**src/verilog/rtks_consts.svh**
```systemverilog
// Notes on behaviour
// RULE_01 - both enables low: everything off, standby
// RULE_02 - enable high starts oscillator, pll, clock
// RULE_03 - enable only: clock out, no rf
// RULE_04 - carrier locks at thirty-two times crystal
// RULE_05 - clock output is crystal divided by four
// RULE_06 - lock and stable clock within 3 ms
// RULE_07 - controller waits 3 ms before keying
// RULE_08 - both high: amplifier on with rest
// RULE_09 - ask: amplifier follows key enable input
// RULE_10 - fsk: key held high, switch pulls crystal
// RULE_11 - switch closed lowers transmitted frequency
// RULE_12 - shutdown: key low first, then enable
// RULE_13 - symbol rate: 50 kBaud ask, 32 kBaud fsk
// RULE_14 - controller times wait, never keys unenabled
`ifndef RTKS_CONSTS_SVH
`define RTKS_CONSTS_SVH
`define RTKS_CLK_MHZ 50
`define RTKS_LOCK_MS 3
`define RTKS_LOCK_CYC (`RTKS_LOCK_MS * 1000 * `RTKS_CLK_MHZ)
`define RTKS_PLL_MULT 32
`define RTKS_CLK_DIV 4
`define RTKS_ASK_BAUD 50000
`define RTKS_FSK_BAUD 32000
`define RTKS_ASK_BIT_CYC (`RTKS_CLK_MHZ * 1000000 / `RTKS_ASK_BAUD)
`define RTKS_FSK_BIT_CYC ((`RTKS_CLK_MHZ * 1000000 + `RTKS_FSK_BAUD - 1) / `RTKS_FSK_BAUD)
`define RTKS_FIFO_DEPTH 4
`define RTKS_FIFO_WIDTH 1
`endif

```
**src/verilog/rtks_pkg.sv**
```systemverilog
package rtks_pkg;
	typedef enum logic [2:0] {
		RTKS_DEV_STANDBY,
		RTKS_DEV_LOCKING,
		RTKS_DEV_CLOCKING,
		RTKS_DEV_TRANSMIT
	} rtks_dev_state_t;
	typedef enum logic [2:0] {
		RTKS_HOST_IDLE,
		RTKS_HOST_WAKE,
		RTKS_HOST_SEND,
		RTKS_HOST_TAIL,
		RTKS_HOST_SLEEP
	} rtks_host_state_t;
endpackage : rtks_pkg

```
**src/verilog/rtks_link_if.sv**
```systemverilog
`timescale 1ns/1ns
`default_nettype none
interface rtks_link_if;
	logic chip_en;
	logic amp_key_en;
	logic fsk_sw_out;
	logic fsk_sw_oe;
	logic dev_clk;
	modport device (input chip_en, input amp_key_en, input fsk_sw_out, input fsk_sw_oe, output dev_clk);
	modport host (output chip_en, output amp_key_en, output fsk_sw_out, output fsk_sw_oe, input dev_clk);
endinterface : rtks_link_if
`default_nettype wire

```
**src/verilog/rtks_fifo.sv**
```systemverilog
`timescale 1ns/1ns
`default_nettype none
module rtks_fifo #(
	parameter int WIDTH = 1,
	parameter int DEPTH = 4
) (
	input wire logic clk,
	input wire logic srst,
	input wire logic in_valid,
	output logic in_ready,
	input wire logic [WIDTH-1:0] in_data,
	output logic out_valid,
	input wire logic out_ready,
	output logic [WIDTH-1:0] out_data
);
	localparam int AW = (DEPTH > 1) ? $clog2(DEPTH) : 1;
	typedef struct packed {
		logic [DEPTH-1:0][WIDTH-1:0] mem;
		logic [AW-1:0] rd;
		logic [AW-1:0] wr;
		logic [AW:0] cnt;
	} rtks_fifo_st_t;
	rtks_fifo_st_t st, next_st;
	logic push, pop;
	always_comb begin
		next_st = st;
		push = in_valid && (st.cnt != (AW+1)'(DEPTH));
		pop = out_ready && (st.cnt != '0);
		if (push) begin
			next_st.mem[st.wr] = in_data;
			next_st.wr = (st.wr == AW'(DEPTH-1)) ? '0 : st.wr + 1'b1;
		end
		if (pop) begin
			next_st.rd = (st.rd == AW'(DEPTH-1)) ? '0 : st.rd + 1'b1;
		end
		if (push && !pop) begin
			next_st.cnt = st.cnt + 1'b1;
		end else if (pop && !push) begin
			next_st.cnt = st.cnt - 1'b1;
		end
	end
	always_ff @(posedge clk) begin
		if (srst) begin
			st <= '0;
		end else begin
			st <= next_st;
		end
	end
	assign in_ready = (st.cnt != (AW+1)'(DEPTH));
	assign out_valid = (st.cnt != '0);
	assign out_data = st.mem[st.rd];
endmodule : rtks_fifo
`default_nettype wire

```
**src/verilog/rtks_host.sv**
```systemverilog
`timescale 1ns/1ns
`default_nettype none
`include "rtks_consts.svh"
module rtks_host import rtks_pkg::*; #(
	parameter int LOCK_CYC = `RTKS_LOCK_CYC
) (
	input wire logic clk,
	input wire logic srst,
	rtks_link_if.host link,
	input wire logic fsk_mode,
	input wire logic sym_valid,
	output logic sym_ready,
	input wire logic sym_data,
	input wire logic frame_end,
	output logic busy,
	output logic on_dev_clk
);
	// ===================================================
	// symbol buffer
	logic q_valid, q_ready, q_data;
	rtks_fifo #(.WIDTH(`RTKS_FIFO_WIDTH), .DEPTH(`RTKS_FIFO_DEPTH)) u_fifo (
		.clk(clk),
		.srst(srst),
		.in_valid(sym_valid),
		.in_ready(sym_ready),
		.in_data(sym_data),
		.out_valid(q_valid),
		.out_ready(q_ready),
		.out_data(q_data)
	);
	typedef struct packed {
		rtks_host_state_t state;
		logic fsk;
		logic ending;
		logic [31:0] cnt;
		logic [15:0] bit_cnt;
		logic en;
		logic key;
		logic sw_oe;
		logic on_dev;
	} rtks_host_st_t;
	rtks_host_st_t st, next_st;
	logic [15:0] bit_len;
	// ===================================================
	// transmit sequencer
	always_comb begin
		next_st = st;
		q_ready = 1'b0;
		bit_len = st.fsk ? 16'(`RTKS_FSK_BIT_CYC) : 16'(`RTKS_ASK_BIT_CYC); // [RULE_13]
		if (frame_end) begin
			next_st.ending = 1'b1;
		end
		case (st.state)
			RTKS_HOST_IDLE: begin
				// a frame end arriving with the first symbol must not be lost
				next_st.ending = frame_end;
				if (q_valid) begin
					next_st.fsk = fsk_mode;
					next_st.en = 1'b1;
					next_st.cnt = '0;
					next_st.state = RTKS_HOST_WAKE;
				end
			end
			RTKS_HOST_WAKE: begin
				// own counter, key held low during lock wait
				next_st.cnt = st.cnt + 32'h0000_0001; // [RULE_07] [RULE_14]
				if (st.cnt >= 32'(LOCK_CYC - 1)) begin
					next_st.on_dev = 1'b1;
					next_st.key = st.fsk; // [RULE_10]
					next_st.bit_cnt = '0;
					next_st.state = RTKS_HOST_SEND;
				end
			end
			RTKS_HOST_SEND: begin
				if (st.bit_cnt != 16'h0000) begin
					next_st.bit_cnt = st.bit_cnt - 16'h0001;
				end else if (q_valid) begin
					q_ready = 1'b1;
					next_st.bit_cnt = bit_len - 16'h0001;
					if (st.fsk) begin
						next_st.sw_oe = !q_data; // [RULE_10] [RULE_11]
					end else begin
						next_st.key = q_data; // [RULE_09]
					end
				end else if (st.ending || frame_end) begin
					next_st.key = 1'b0; // [RULE_12]
					next_st.sw_oe = 1'b0;
					next_st.on_dev = 1'b0;
					next_st.state = RTKS_HOST_TAIL;
				end
			end
			RTKS_HOST_TAIL: begin
				// enable drops two cycles after key, never together
				next_st.state = RTKS_HOST_SLEEP;
			end
			RTKS_HOST_SLEEP: begin
				next_st.en = 1'b0; // [RULE_12] [RULE_01]
				next_st.ending = 1'b0;
				next_st.state = RTKS_HOST_IDLE;
			end
			default: next_st.state = RTKS_HOST_IDLE;
		endcase
		if (!next_st.en) begin
			next_st.key = 1'b0; // [RULE_14]
		end
	end
	always_ff @(posedge clk) begin
		if (srst) begin
			st <= '0;
			st.state <= RTKS_HOST_IDLE;
		end else begin
			st <= next_st;
		end
	end
	assign link.chip_en = st.en;
	assign link.amp_key_en = st.key;
	assign link.fsk_sw_out = 1'b0;
	assign link.fsk_sw_oe = st.sw_oe;
	assign busy = (st.state != RTKS_HOST_IDLE);
	assign on_dev_clk = st.on_dev;
endmodule : rtks_host
`default_nettype wire

```
**src/flat_wrapper.sv**
```systemverilog
// flat-port wrapper written by rule: the top's interface ports become plain ports
module rtks_host_flat import rtks_pkg::*;
#(
	parameter int LOCK_CYC = `RTKS_LOCK_CYC
)
  (clk, srst, fsk_mode, sym_valid, sym_ready, sym_data, frame_end, busy, on_dev_clk, link_chip_en, link_amp_key_en, link_fsk_sw_out, link_fsk_sw_oe, link_dev_clk);
  rtks_link_if link_i ();
  input wire logic clk;
  input wire logic srst;
  input wire logic fsk_mode;
  input wire logic sym_valid;
  output logic sym_ready;
  input wire logic sym_data;
  input wire logic frame_end;
  output logic busy;
  output logic on_dev_clk;
  output wire logic [$bits(link_i.chip_en)-1:0] link_chip_en;
  output wire logic [$bits(link_i.amp_key_en)-1:0] link_amp_key_en;
  output wire logic [$bits(link_i.fsk_sw_out)-1:0] link_fsk_sw_out;
  output wire logic [$bits(link_i.fsk_sw_oe)-1:0] link_fsk_sw_oe;
  input wire logic [$bits(link_i.dev_clk)-1:0] link_dev_clk;
  assign link_chip_en = link_i.chip_en;
  assign link_amp_key_en = link_i.amp_key_en;
  assign link_fsk_sw_out = link_i.fsk_sw_out;
  assign link_fsk_sw_oe = link_i.fsk_sw_oe;
  assign link_i.dev_clk = link_dev_clk;
  rtks_host #(.LOCK_CYC(LOCK_CYC)) u_core (.clk(clk), .srst(srst), .link(link_i), .fsk_mode(fsk_mode), .sym_valid(sym_valid), .sym_ready(sym_ready), .sym_data(sym_data), .frame_end(frame_end), .busy(busy), .on_dev_clk(on_dev_clk));
endmodule
```
**config.mk**
```make
export PLATFORM = sky130hd
export DESIGN_NAME = rtks_host_flat
export DESIGN_NICKNAME = d
export VERILOG_FILES = /design/src/verilog/rtks_pkg.sv /design/src/verilog/rtks_link_if.sv /design/src/verilog/rtks_fifo.sv /design/src/verilog/rtks_host.sv /design/src/flat_wrapper.sv
export VERILOG_INCLUDE_DIRS = /design/src /design/src/verilog
export SDC_FILE = /design/constraint.sdc
export NUM_CORES = 1
export LEC_CHECK = 0
export ABC_AREA = 1
export BUFFER_PORTS_ARGS = -buffer_cell sky130_fd_sc_hd__buf_2
export CORE_MARGIN = 10
export CORE_UTILIZATION = 25
export CTS_CLUSTER_SIZE = 20
export DETAILED_ROUTE_END_ITERATION = 7
export PLACE_DENSITY = 0.5
export SLEW_MARGIN = 20
export SYNTH_ARGS = -nofsm -noshare
export SYNTH_HDL_FRONTEND = slang
export SYNTH_HIERARCHICAL = 1
export SYNTH_SLANG_ARGS = --single-unit
```
**constraint.sdc**
```tcl
create_clock -name clk -period 6.7 [get_ports clk]
set_input_delay 1.005 -clock clk [delete_from_list [all_inputs] [get_ports clk]]
set_output_delay 1.005 -clock clk [all_outputs]
set_load 0.02 [all_outputs]
```
==> flow_metrics.py, run 1 <==
metrics = {
    "global_route": {
        "grt_util_all_layers_pct": 9.73,
        "grt_pass1_wl_um": 19000,
        "grt_max_degree": 37,
        "grt_overflow_total": 0,
        "grt_antenna_before_repair": 0,
        "first_global_vias": 3922,
    },
    "placement": {
        "dpl.hpwl_um": 8190,
        "place.gp.congestion": 0.871,
        "io_buffers": 11,
    },
    "synthesis": {
        "synth-seq-cells": 68,
        "synth_area_mm2": 0.00434,
        "synthDistinctLibCells": 38,
        "synthTopCellsByArea": "dfxtp_1 31%, nand2_1 16%, nor2_1 10%, inv_1 6.6%, nand3_1 6.1%",
        "async_flop_share_pct": 0,
        "synth_flop_cell": "dfxtp_1",
        "syn_nets": 721,
        "yosysWarnings": 6,
        "synth_edf_count": 0,
        "yosysTopAreaCell": "dfxtp_1",
        "synth_seq_area_share_pct": 31.3,
        "avgSynthCellArea_um2": 6.17,
        "yosys.area.top_type_share_pct": 31.3,
        "syn_inst": 704,
    },
    "detailed_routing": {
        "initialDrtViolationCount": 340,
        "dr_total_vias": 4156,
        "route.detailed.drc": 0,
        "wl_per_cell_um": 11.9,
        "ant_nets": 0,
        "drt-vias-per-instance": 4.43,
        "firstDrtPassIters": 4,
        "wirelength_um": 11100,
    },
    "layout": {
        "final_net_count": 726,
        "multi_input_area_mm2": 0.00255,
        "final_util_pct": 28.2,
        "fill_cells": 2010,
        "diodes": 0,
        "seq_area_mm2": 0.00136,
        "drive_above_1_share_pct": 8.68,
        "area_growth_pct": 11.5,
    },
    "setup_path": {
        "crit_chain": "inv_2, nor3_4, nand3_1, nor2_1, nand2_2, ha_1, inv_1, fa_1, o21ai_0, nor2_1",
        "path_delay_family": "simple AND/OR/NAND/NOR gates",
        "path_max_fanout": 12,
        "worst_setup_path_start_kind": "flip-flop",
        "cpPeakStageDelay_ns": 0.44,
        "r2r_start": "u_core/st[55]$_SDFFE_PP0P_",
        "cp.required_ns": 6.94,
        "cp.arrival_ns": 2.78,
        "crit_type": "flip-flop to flip-flop",
        "r2r-end": "u_core/u_fifo/st[1]$_SDFFE_PP0P_",
        "ff2ff_path_depth": 10,
        "critPathSlowestCell": "nor3_4",
        "cp-end-kind": "flip-flop",
        "crit_buf_inv": 2,
        "crit_top_cell": "nor2_1",
        "rrSetupSlack_ns": 4.16,
    },
    "timing": {
        "max_slew_margin_pct": 44.8,
        "worst_slew_pin_slew_ns": 0.828,
        "slew_violations": 0,
        "clock_skew_ns": 0.00542,
        "finalSetupTns_ns": 0,
        "hold_violations": 0,
        "fmax_ghz": 0.394,
        "timing.final.crit_share_pct": 37.9,
        "final.min_clock_period_ns": 2.54,
        "rsz0062_at_grt": "false",
        "setup_violations": 0,
    },
    "worst_hold_path": {
        "hold_end": "u_core/on_dev_clk$_SDFFE_PP0P_",
        "min-delay-path-class": "flip-flop to flip-flop",
        "hold_start": "u_core/on_dev_clk$_SDFFE_PP0P_",
        "whs_path_depth": 2,
    },
    "floorplanning": {
        "die_height_um": 152,
        "die_w_um": 152,
        "pin_count": 14,
        "die_area_mm2": 0.0230,
        "core_area_mm2": 0.0172,
        "start_util_pct": 25.3,
        "num_rows": 48,
    },
    "cts": {
        "insertion_delay_ns": 0.35,
        "postCtsHoldBufs": 0,
        "clock_path_buffers": 2,
        "cts.sinks": 68,
        "root_buffer": "clkbuf_16",
        "post_cts_buffers": 0,
        "cts_resized": 0,
        "cts_made_buffers": 9,
        "tritoncts": "built",
        "cts.reportedPaths.clkPinSlew_ns": 0.06,
        "htreeDepth": 3,
    },
    "power": {
        "finalPower_mw": 1.84,
        "peakVddDrop_mv": 0.122,
        "p_leak_nw": 1.96,
        "power_density_mw_per_mm2": 380,
    },
    "status": {
        "status": "completed",
    },
    "flow_run": {
        "maxCapViolCount": 0,
    },
}
## final cells by class
cell class,instances,share of cell area [%]
Tap cell,225,5.81
Clock inverter,7,0.904
Clock buffer,9,4.65
Sequential cell,68,28.1
Inverter,82,6.36
Multi-Input combinational cell,535,52.7
Timing Repair Buffer,13,1.45
## where the power goes
part	leakage [nW]	internal, mW	switching [mW]
combinational	1.27	0.275	0.594
clock	0.131	0.248	0.191
sequential	0.553	0.466	0.0649
total	1.96	0.989	0.850
## synthesized netlist by cell type, drive strengths merged (7+ instances only)
| cell | count |
|---|---|
| o21ai | 40 |
| dfxtp | 68 |
| nor3 | 24 |
| clkbuf | 7 |
| nand3 | 57 |
| nand2 | 196 |
| inv | 82 |
| nor2 | 129 |
| nand4 | 13 |
| a21oi | 50 |
| ha | 9 |
| buf | 12 |
## per-stage QoR
stage / setup slack (ns) / instance area [um^2] / hold slack, ns / std cells
CTS: 4.15 / 4840 / 0.451 / 939
floorplan: 4.46 / 4340 / 0.457 / 704
finish: 4.16 / 4840 / 0.444 / 939
global route: 3.89 / 4840 / 0.509 / 939
global placement: 3.95 / 4570 / 0.441 / 923
detailed placement: 3.98 / 4570 / 0.442 / 923
## worst max path at each step
| stage | from | end | slack [ns] | cells after the start |
|---|---|---|---|---|
| floorplan | sym_valid | u_core/u_fifo/st[2]$_SDFFE_PP0P_ | 4.46 | 12 |
| global placement | srst | u_core/link.amp_key_en$_SDFFE_PP0P_ | 3.95 | 7 |
| detailed placement | srst | u_core/link.amp_key_en$_SDFFE_PP0P_ | 3.98 | 7 |
| CTS | u_core/st[55]$_SDFFE_PP0P_ | u_core/u_fifo/st[1]$_SDFFE_PP0P_ | 4.15 | 10 |
| global route | u_core/st[55]$_SDFFE_PP0P_ | u_core/u_fifo/st[1]$_SDFFE_PP0P_ | 3.89 | 10 |
| finish | u_core/st[55]$_SDFFE_PP0P_ | u_core/u_fifo/st[1]$_SDFFE_PP0P_ | 4.16 | 10 |
## layer usage
| layer | up-vias | track usage [%] | part of all wire [%] |
|---|---|---|---|
| met2 | 39 | 15.0 | 45 |
| li1 | 2259 | - | - |
| met1 | 1844 | 12.5 | 51 |
| met5 | - | 0 | 0 |
| met3 | 14 | 1.69 | 2.4 |
| met4 | 0 | 5.41 | 2.4 |
## logic make-up (layout without fill, tap and decap cells)
family          Yosys count  count (layout)  share of synthesized area, %
simple gates            421             421                          42.6
buf+inv                 101             111                          9.88
compound gates           97              97                          11.8
flops                    68              68                          31.3
fa+ha+maj                10              10                          3.05
xor+xnor                  6               6                          1.21
other cells               1               1                        0.0863
## cells in the final DEF (no fill, tap or decap), drive strengths merged, types with 2 or more instances in the layout
| cell type | n |
|---|---|
| a21oi | 50 |
| clkbuf | 9 |
| o21ai | 40 |
| inv | 82 |
| nand2 | 196 |
| xnor2 | 2 |
| clkinv | 5 |
| nand3 | 57 |
| ha | 9 |
| nand4 | 13 |
| buf | 13 |
| clkinvlp | 2 |
| nor3 | 24 |
| a21o | 2 |
| nor2 | 129 |
| xor2 | 4 |
| dfxtp | 68 |
## state kept, by name, summed over array words and instances, names as in the netlist
register / count
u_core/link.fsk_sw_oe: 1
u_core/u_fifo/st: 11
u_core/st: 53
u_core/on_dev_clk: 1
u_core/link.chip_en: 1
u_core/link.amp_key_en: 1
## worst register-to-register path, stage by stage (launching register included)
cell     delay, ns
dfxtp_1       0.39
inv_2         0.07
nor3_4        0.44
nand3_1       0.23
nor2_1        0.25
nand2_2       0.12
ha_1          0.20
inv_1         0.08
fa_1          0.41
o21ai_0       0.17
nor2_1        0.06
(Power assumes the default switching activity.)
==> run 2: changes to the inputs <==
Settings changed: ABC_AREA 1 to 0.
Clock period 6.7 ns to 2.5 ns, I/O delays scaled along.
==> run 2 against run 1 <==
Clock-buffer cell count increased by 1; die area decreased by 12%; the run now ends with negative setup slack left; total power increased to 3.1 times the previous value.
==> flow_metrics.py, run 2 <==
metrics = {
    "global_route": {
        "grt_pass1_wl_um": 17300,
        "first_global_vias": 3531,
        "grt_antenna_before_repair": 0,
        "grt_overflow_total": 0,
        "grt_util_all_layers_pct": 10.3,
        "grt_max_degree": 34,
    },
    "layout": {
        "fin_cells": 696,
        "top_register": "u_core/st",
        "final_common_cell": "dfxtp_1",
        "largest_reg_flops": 53,
        "final_cell_mix": "66 x dfxtp_1, 57 x buf_4, 39 x a21oi_1",
        "top_regs": "u_core/st (53), u_core/u_fifo/st (11)",
        "diodes": 0,
        "drive_above_1_share_pct": 23.0,
        "final_net_count": 525,
        "area_growth_pct": 26.5,
    },
    "floorplanning": {
        "pin_count": 14,
        "start_util_pct": 25.7,
        "die_area_mm2": 0.0203,
        "core_area_mm2": 0.0146,
        "die_w_um": 143,
        "num_rows": 44,
        "die_height_um": 143,
    },
    "placement": {
        "dpl.hpwl_um": 6990,
        "post-place-ws_ns": -0.145,
        "io_buffers": 11,
        "dp_cells": 680,
        "place.gp.congestion": 0.829,
    },
    "power": {
        "power_density_mw_per_mm2": 1190,
        "peakVddDrop_mv": 0.639,
        "p_leak_nw": 1.68,
        "finalPower_mw": 5.66,
    },
    "setup_path": {
        "cpPeakStageDelay_ns": 0.47,
        "r2r_start": "u_core/st[4]$_SDFFE_PP0P_",
        "cp.required_ns": 2.77,
        "crit_top_cell": "inv_2",
        "rrSetupSlack_ns": -0.10,
        "path_max_fanout": 2,
        "cp-end-kind": "flip-flop",
        "worst_setup_path_start_kind": "flip-flop",
        "crit_chain": "inv_2, ha_4, or4b_4, nor4_4, and3_4, o31ai_4, ha_2, inv_2, fa_2, xor2_2, or3_4, a21oi_2",
        "critPathSlowestCell": "or4b_4",
        "crit_buf_inv": 2,
        "crit_type": "flip-flop to flip-flop",
        "ff2ff_path_depth": 12,
        "path_delay_family": "simple AND/OR/NAND/NOR gates",
        "cp.arrival_ns": 2.87,
        "r2r-end": "u_core/u_fifo/st[2]$_SDFFE_PP0P_",
    },
    "detailed_routing": {
        "firstDrtPassIters": 4,
        "initialDrtViolationCount": 318,
        "wl_per_cell_um": 14.3,
        "route.detailed.drc": 0,
        "ant_nets": 0,
        "wirelength_um": 9990,
        "dr_total_vias": 3611,
        "drt-vias-per-instance": 5.19,
    },
    "cts": {
        "cts.reportedPaths.clkPinSlew_ns": 0.06,
        "clock_path_buffers": 2,
        "cts.sinks": 68,
        "root_buffer": "clkbuf_16",
        "htreeDepth": 3,
        "tritoncts": "built",
        "postCtsHoldBufs": 0,
        "cts_made_buffers": 9,
        "insertion_delay_ns": 0.33,
    },
    "timing": {
        "fmax_ghz": 0.385,
        "max_slew_margin_pct": 50.8,
        "clock_skew_ns": 0.00320,
        "rsz0062_at_grt": "true",
        "setup_violations": 2,
        "hold_violations": 0,
        "timing.final.crit_share_pct": 104,
        "slew_violations": 0,
        "worst_slew_pin_slew_ns": 0.728,
        "whs_ns": 0.328,
        "final.min_clock_period_ns": 2.60,
        "worst_slack_ns": -0.101,
    },
    "synthesis": {
        "synth-seq-cells": 68,
        "yosys.area.top_type_share_pct": 36.2,
        "avgSynthCellArea_um2": 8.20,
        "yosysTopAreaCell": "dfxtp_1",
        "ys_top_cells_by_count": "68 x dfxtp_1, 40 x a21oi_1, 38 x nand2_1, 35 x nor2_1, 23 x clkbuf_1",
        "synth_area_mm2": 0.00376,
        "synth_edf_count": 0,
        "yosysWarnings": 6,
        "syn_nets": 475,
        "synthDistinctLibCells": 62,
        "synth_flop_cell": "dfxtp_1",
        "yosysMostFrequentCell": "dfxtp_1",
        "syn_inst": 458,
        "async_flop_share_pct": 0,
        "synthTopCellsByArea": "dfxtp_1 36%, a21oi_1 5.3%, nand2_1 3.8%, nor2_1 3.5%, or4_1 3.2%",
        "synth_seq_area_share_pct": 36.2,
    },
    "worst_hold_path": {
        "min-delay-path-class": "input port to flip-flop",
        "whs_path_depth": 3,
        "hold_start": "fsk_mode",
        "hold_end": "u_core/st[53]$_SDFFE_PP0P_",
    },
    "status": {
        "status": "finished with violations",
        "violations": "negative setup slack",
    },
    "flow_run": {
        "maxCapViolCount": 0,
    },
}
## run 2: kinds of logic (layout without fill, tap and decap cells)
| group | count (synthesis) | after routing | synth area share (%) |
|---|---|---|---|
| xor gates and xnor gates | 3 | 3 | 0.699 |
| other | 1 | 1 | 0.0998 |
| adders and majority gates | 10 | 10 | 3.53 |
| AOI/OAI and AO/OA | 124 | 124 | 23.0 |
| and+or+nand+nor | 196 | 196 | 28.0 |
| muxes | 11 | 11 | 3.33 |
| DFF | 68 | 68 | 36.2 |
| buffers and inverters | 45 | 99 | 5.09 |
## run 2: report_power, final
part	total, mW	switching [mW]	internal, mW	leakage [nW]
combinational	3.09	1.82	1.28	0.983
sequential	1.33	0.0944	1.24	0.552
clock	1.24	0.473	0.763	0.142
total	5.66	2.38	3.27	1.68
## run 2: worst max path at each step
stage,startpoint,endpoint,cells after the start
after floorplan,u_core/st[4]$_SDFFE_PP0P_,u_core/u_fifo/st[2]$_SDFFE_PP0P_,13
after global placement,u_core/st[4]$_SDFFE_PP0P_,u_core/u_fifo/st[2]$_SDFFE_PP0P_,12
after detailed placement,u_core/st[4]$_SDFFE_PP0P_,u_core/u_fifo/st[2]$_SDFFE_PP0P_,12
after CTS,u_core/st[4]$_SDFFE_PP0P_,u_core/u_fifo/st[2]$_SDFFE_PP0P_,12
after global routing,u_core/st[4]$_SDFFE_PP0P_,u_core/u_fifo/st[2]$_SDFFE_PP0P_,12
final,u_core/st[4]$_SDFFE_PP0P_,u_core/u_fifo/st[2]$_SDFFE_PP0P_,12
## run 2: per-layer routing
layer / global-route usage, % / wire length, um / up-vias
li1: - / - / 1837
met1: 12.9 / 4860 / 1706
met2: 16.6 / 4690 / 61
met3: 2.84 / 367 / 7
met4: 3.53 / 74 / 0
met5: 0 / 0 / -
## run 2: final cells by class
class,count,area [um^2]
Clock buffer,10,229
Timing Repair Buffer,69,503
Fill cell,1556,9890
Sequential cell,68,1360
Clock inverter,5,53.8
Tap cell,184,230
Multi-Input combinational cell,345,2320
Inverter,15,56.3
## run 2: worst register-to-register path, cell delays in order, from the launching register on
cell and delay [ns]:
dfxtp_2 0.32, inv_2 0.07, ha_4 0.12, or4b_4 0.47
nor4_4 0.32, and3_4 0.24, o31ai_4 0.07, ha_2 0.18
inv_2 0.05, fa_2 0.20, xor2_2 0.07, or3_4 0.32
a21oi_2 0.11
## run 2: stage by stage
step           TNS, ns  utilization (%)  area [um^2]
2_1_floorplan   -0.580                -         3860
3_3_place_gp    -0.203             30.1         4410
3_5_place_dp    -0.263             30.1         4410
4_1_cts         -0.212             32.2         4710
5_1_grt         -0.539             32.5         4750
6_report        -0.174             32.5         4750
## run 2: timing repair
item	4_1_cts	5_1_grt
resized for setup	2	7
buffers inserted	1	0
endpoints found under the setup margin	2	18
hold endpoints to repair	0	0
pin swaps	4	3
==> run 3: changes to the inputs <==
==> constraint.sdc (replaced) <==
create_clock -name clk -period 2.5 [get_ports clk]
set_input_delay 0.25 -clock clk [delete_from_list [all_inputs] [get_ports clk]]
set_output_delay 0.25 -clock clk [all_outputs]
set_load 0.02 [all_outputs]
==> run 3 against run 2 <==
The flow still finishes with violations (negative setup slack); combinational power increased by 4%; cell count decreased by 0.72%; clock skew increased by 0.0039 ns; maximum frequency decreased by 0.41%; critical path depth unchanged; via count decreased by 1.5%; clock power about the same; hold slack got worse by 0.13 ns; largest power group unchanged; non-clock buffer count decreased by 3; sequential power about the same.
==> flow_metrics.py, run 3 (synthesized netlist as in run 2, its figures left out) <==
metrics = {
    "layout": {
        "largest_reg_flops": 53,
        "top_register": "u_core/st",
        "final_util_pct": 32.3,
        "drive_above_1_share_pct": 22.9,
        "final_cell_mix": "67 x dfxtp_1, 54 x buf_4, 38 x nand2_1, 38 x a21oi_1, 34 x nor2_1",
        "area_growth_pct": 26.0,
        "final_net_count": 522,
        "final_cell_area_mm2": 0.00473,
        "top_regs": "u_core/st (53), u_core/u_fifo/st (11)",
        "final_common_cell": "dfxtp_1",
        "diodes": 0,
    },
    "floorplanning": {
        "die_w_um": 143,
        "core_area_mm2": 0.0146,
        "num_rows": 44,
        "die_area_mm2": 0.0203,
        "pin_count": 14,
        "die_height_um": 143,
        "start_util_pct": 25.7,
    },
    "cts": {
        "clock_path_buffers": 2,
        "cts.sinks": 68,
        "cts_made_buffers": 9,
        "postCtsHoldBufs": 0,
        "tritoncts": "built",
        "cts.reportedPaths.clkPinSlew_ns": 0.05,
        "insertion_delay_ns": 0.33,
        "root_buffer": "clkbuf_16",
        "htreeDepth": 3,
    },
    "timing": {
        "final.min_clock_period_ns": 2.61,
        "max_slew_margin_pct": 45.6,
        "slew_violations": 0,
        "rsz0062_at_grt": "true",
        "fmax_ghz": 0.383,
        "setup_violations": 2,
        "worst_slack_ns": -0.111,
        "hold_violations": 0,
        "timing.final.crit_share_pct": 104,
        "clock_skew_ns": 0.00712,
        "whs_ns": 0.195,
        "worst_slew_pin_slew_ns": 0.805,
    },
    "detailed_routing": {
        "wl_per_cell_um": 14.4,
        "firstDrtPassIters": 4,
        "drt-vias-per-instance": 5.15,
        "dr_total_vias": 3556,
        "initialDrtViolationCount": 224,
        "route.detailed.drc": 0,
        "ant_nets": 0,
        "wirelength_um": 9920,
    },
    "setup_path": {
        "rrSetupSlack_ns": -0.11,
        "crit_buf_inv": 2,
        "path_max_fanout": 2,
        "crit_chain": "inv_2, ha_4, or4b_4, nor4_4, and3_4, o31ai_4, ha_4, inv_2, fa_2, xor2_1, or3_4, a21oi_2",
        "crit_type": "flip-flop to flip-flop",
        "cp-end-kind": "flip-flop",
        "worst_setup_path_start_kind": "flip-flop",
        "path_delay_family": "simple AND/OR/NAND/NOR gates",
        "cp.arrival_ns": 2.87,
        "critPathSlowestCell": "or4b_4",
        "cp.required_ns": 2.76,
        "cpPeakStageDelay_ns": 0.47,
    },
    "placement": {
        "place.gp.congestion": 0.836,
        "dpl_cell_area_mm2": 0.00436,
        "dpl.hpwl_um": 6990,
        "io_buffers": 11,
        "post-place-ws_ns": -0.176,
    },
    "global_route": {
        "grt_util_all_layers_pct": 10.1,
        "first_global_vias": 3425,
        "grt_antenna_before_repair": 0,
        "grt_pass1_wl_um": 16900,
        "grt_max_degree": 38,
        "grt_overflow_total": 0,
    },
    "status": {
        "status": "finished with violations",
        "violations": "negative setup slack",
    },
    "worst_hold_path": {
        "min-delay-path-class": "input port to flip-flop",
    },
    "power": {
        "peakVddDrop_mv": 0.812,
        "p_leak_nw": 1.66,
        "power_density_mw_per_mm2": 1220,
        "finalPower_mw": 5.76,
    },
    "flow_run": {
        "maxCapViolCount": 0,
    },
}
==> run 3: changes by cell type in the layout (fill, tap and decap cells not counted), sizes merged <==
cell / previous run / this run
buf: 69 / 66
clkinv: 5 / 3
==> run 3: what timing repair did <==
item / in CTS / in global routing
setup endpoints to repair: 3 / 16
setup buffers: 1 / 2
pin swaps: 6 / 6
gates resized for setup: 4 / 10
==> run 3: stage by stage <==
stage / instances / setup TNS, ns
after floorplan: 458 / -0.580
after global placement: 675 / -0.178
after detailed placement: 675 / -0.306
after CTS: 689 / -0.377
after global routing: 691 / -0.578
final: 691 / -0.164
==> run 3: worst reg2reg max path: cells and delay by family, from the launching register on <==
kind | cells | cell delay, ns
AND/OR/NAND/NOR | 4 | 1.35
adder cells (fa/ha/maj) | 3 | 0.48
AO/OA/AOI/OAI | 2 | 0.19
buffers and inverters | 2 | 0.12
XOR/XNOR | 1 | 0.08
flip-flops | 1 | 0.32
==> run 3: worst paths after layout <==
kind                                             from                             endpoint  depth (start not counted)
setup / recovery            u_core/st[4]$_SDFFE_PP0P_     u_core/u_fifo/st[2]$_SDFFE_PP0P_                         12
hold / removal                               fsk_mode           u_core/st[53]$_SDFFE_PP0P_                          3
setup reg to reg            u_core/st[4]$_SDFFE_PP0P_     u_core/u_fifo/st[2]$_SDFFE_PP0P_                         12
hold reg to reg   u_core/link.amp_key_en$_SDFFE_PP0P_  u_core/link.amp_key_en$_SDFFE_PP0P_                          2
==> run 3: area by class of cell <==
class	count	area, um^2
clock buffers	10	239
clock inverters	3	40.0
fillers	1541	9910
inverters	15	56.3
multi-input cells	345	2330
flip-flops and latches	68	1360
well taps	184	230
repair buffers	66	472
==> run 3: metal layers <==
metal / GRT usage (%) / vias to the layer above / routed length [um]
met5: 0 / - / 0
met4: 2.66 / 0 / 51
met3: 2.84 / 6 / 452
met2: 16.3 / 60 / 4630
met1: 12.8 / 1652 / 4790
li1: - / 1838 / -
==> run 3: power breakdown <==
group	leakage (nW)	switching, mW	internal [mW]
Sequential	0.552	0.0999	1.24
Clock	0.140	0.438	0.778
Combinational	0.966	1.85	1.37
Total	1.66	2.38	3.38
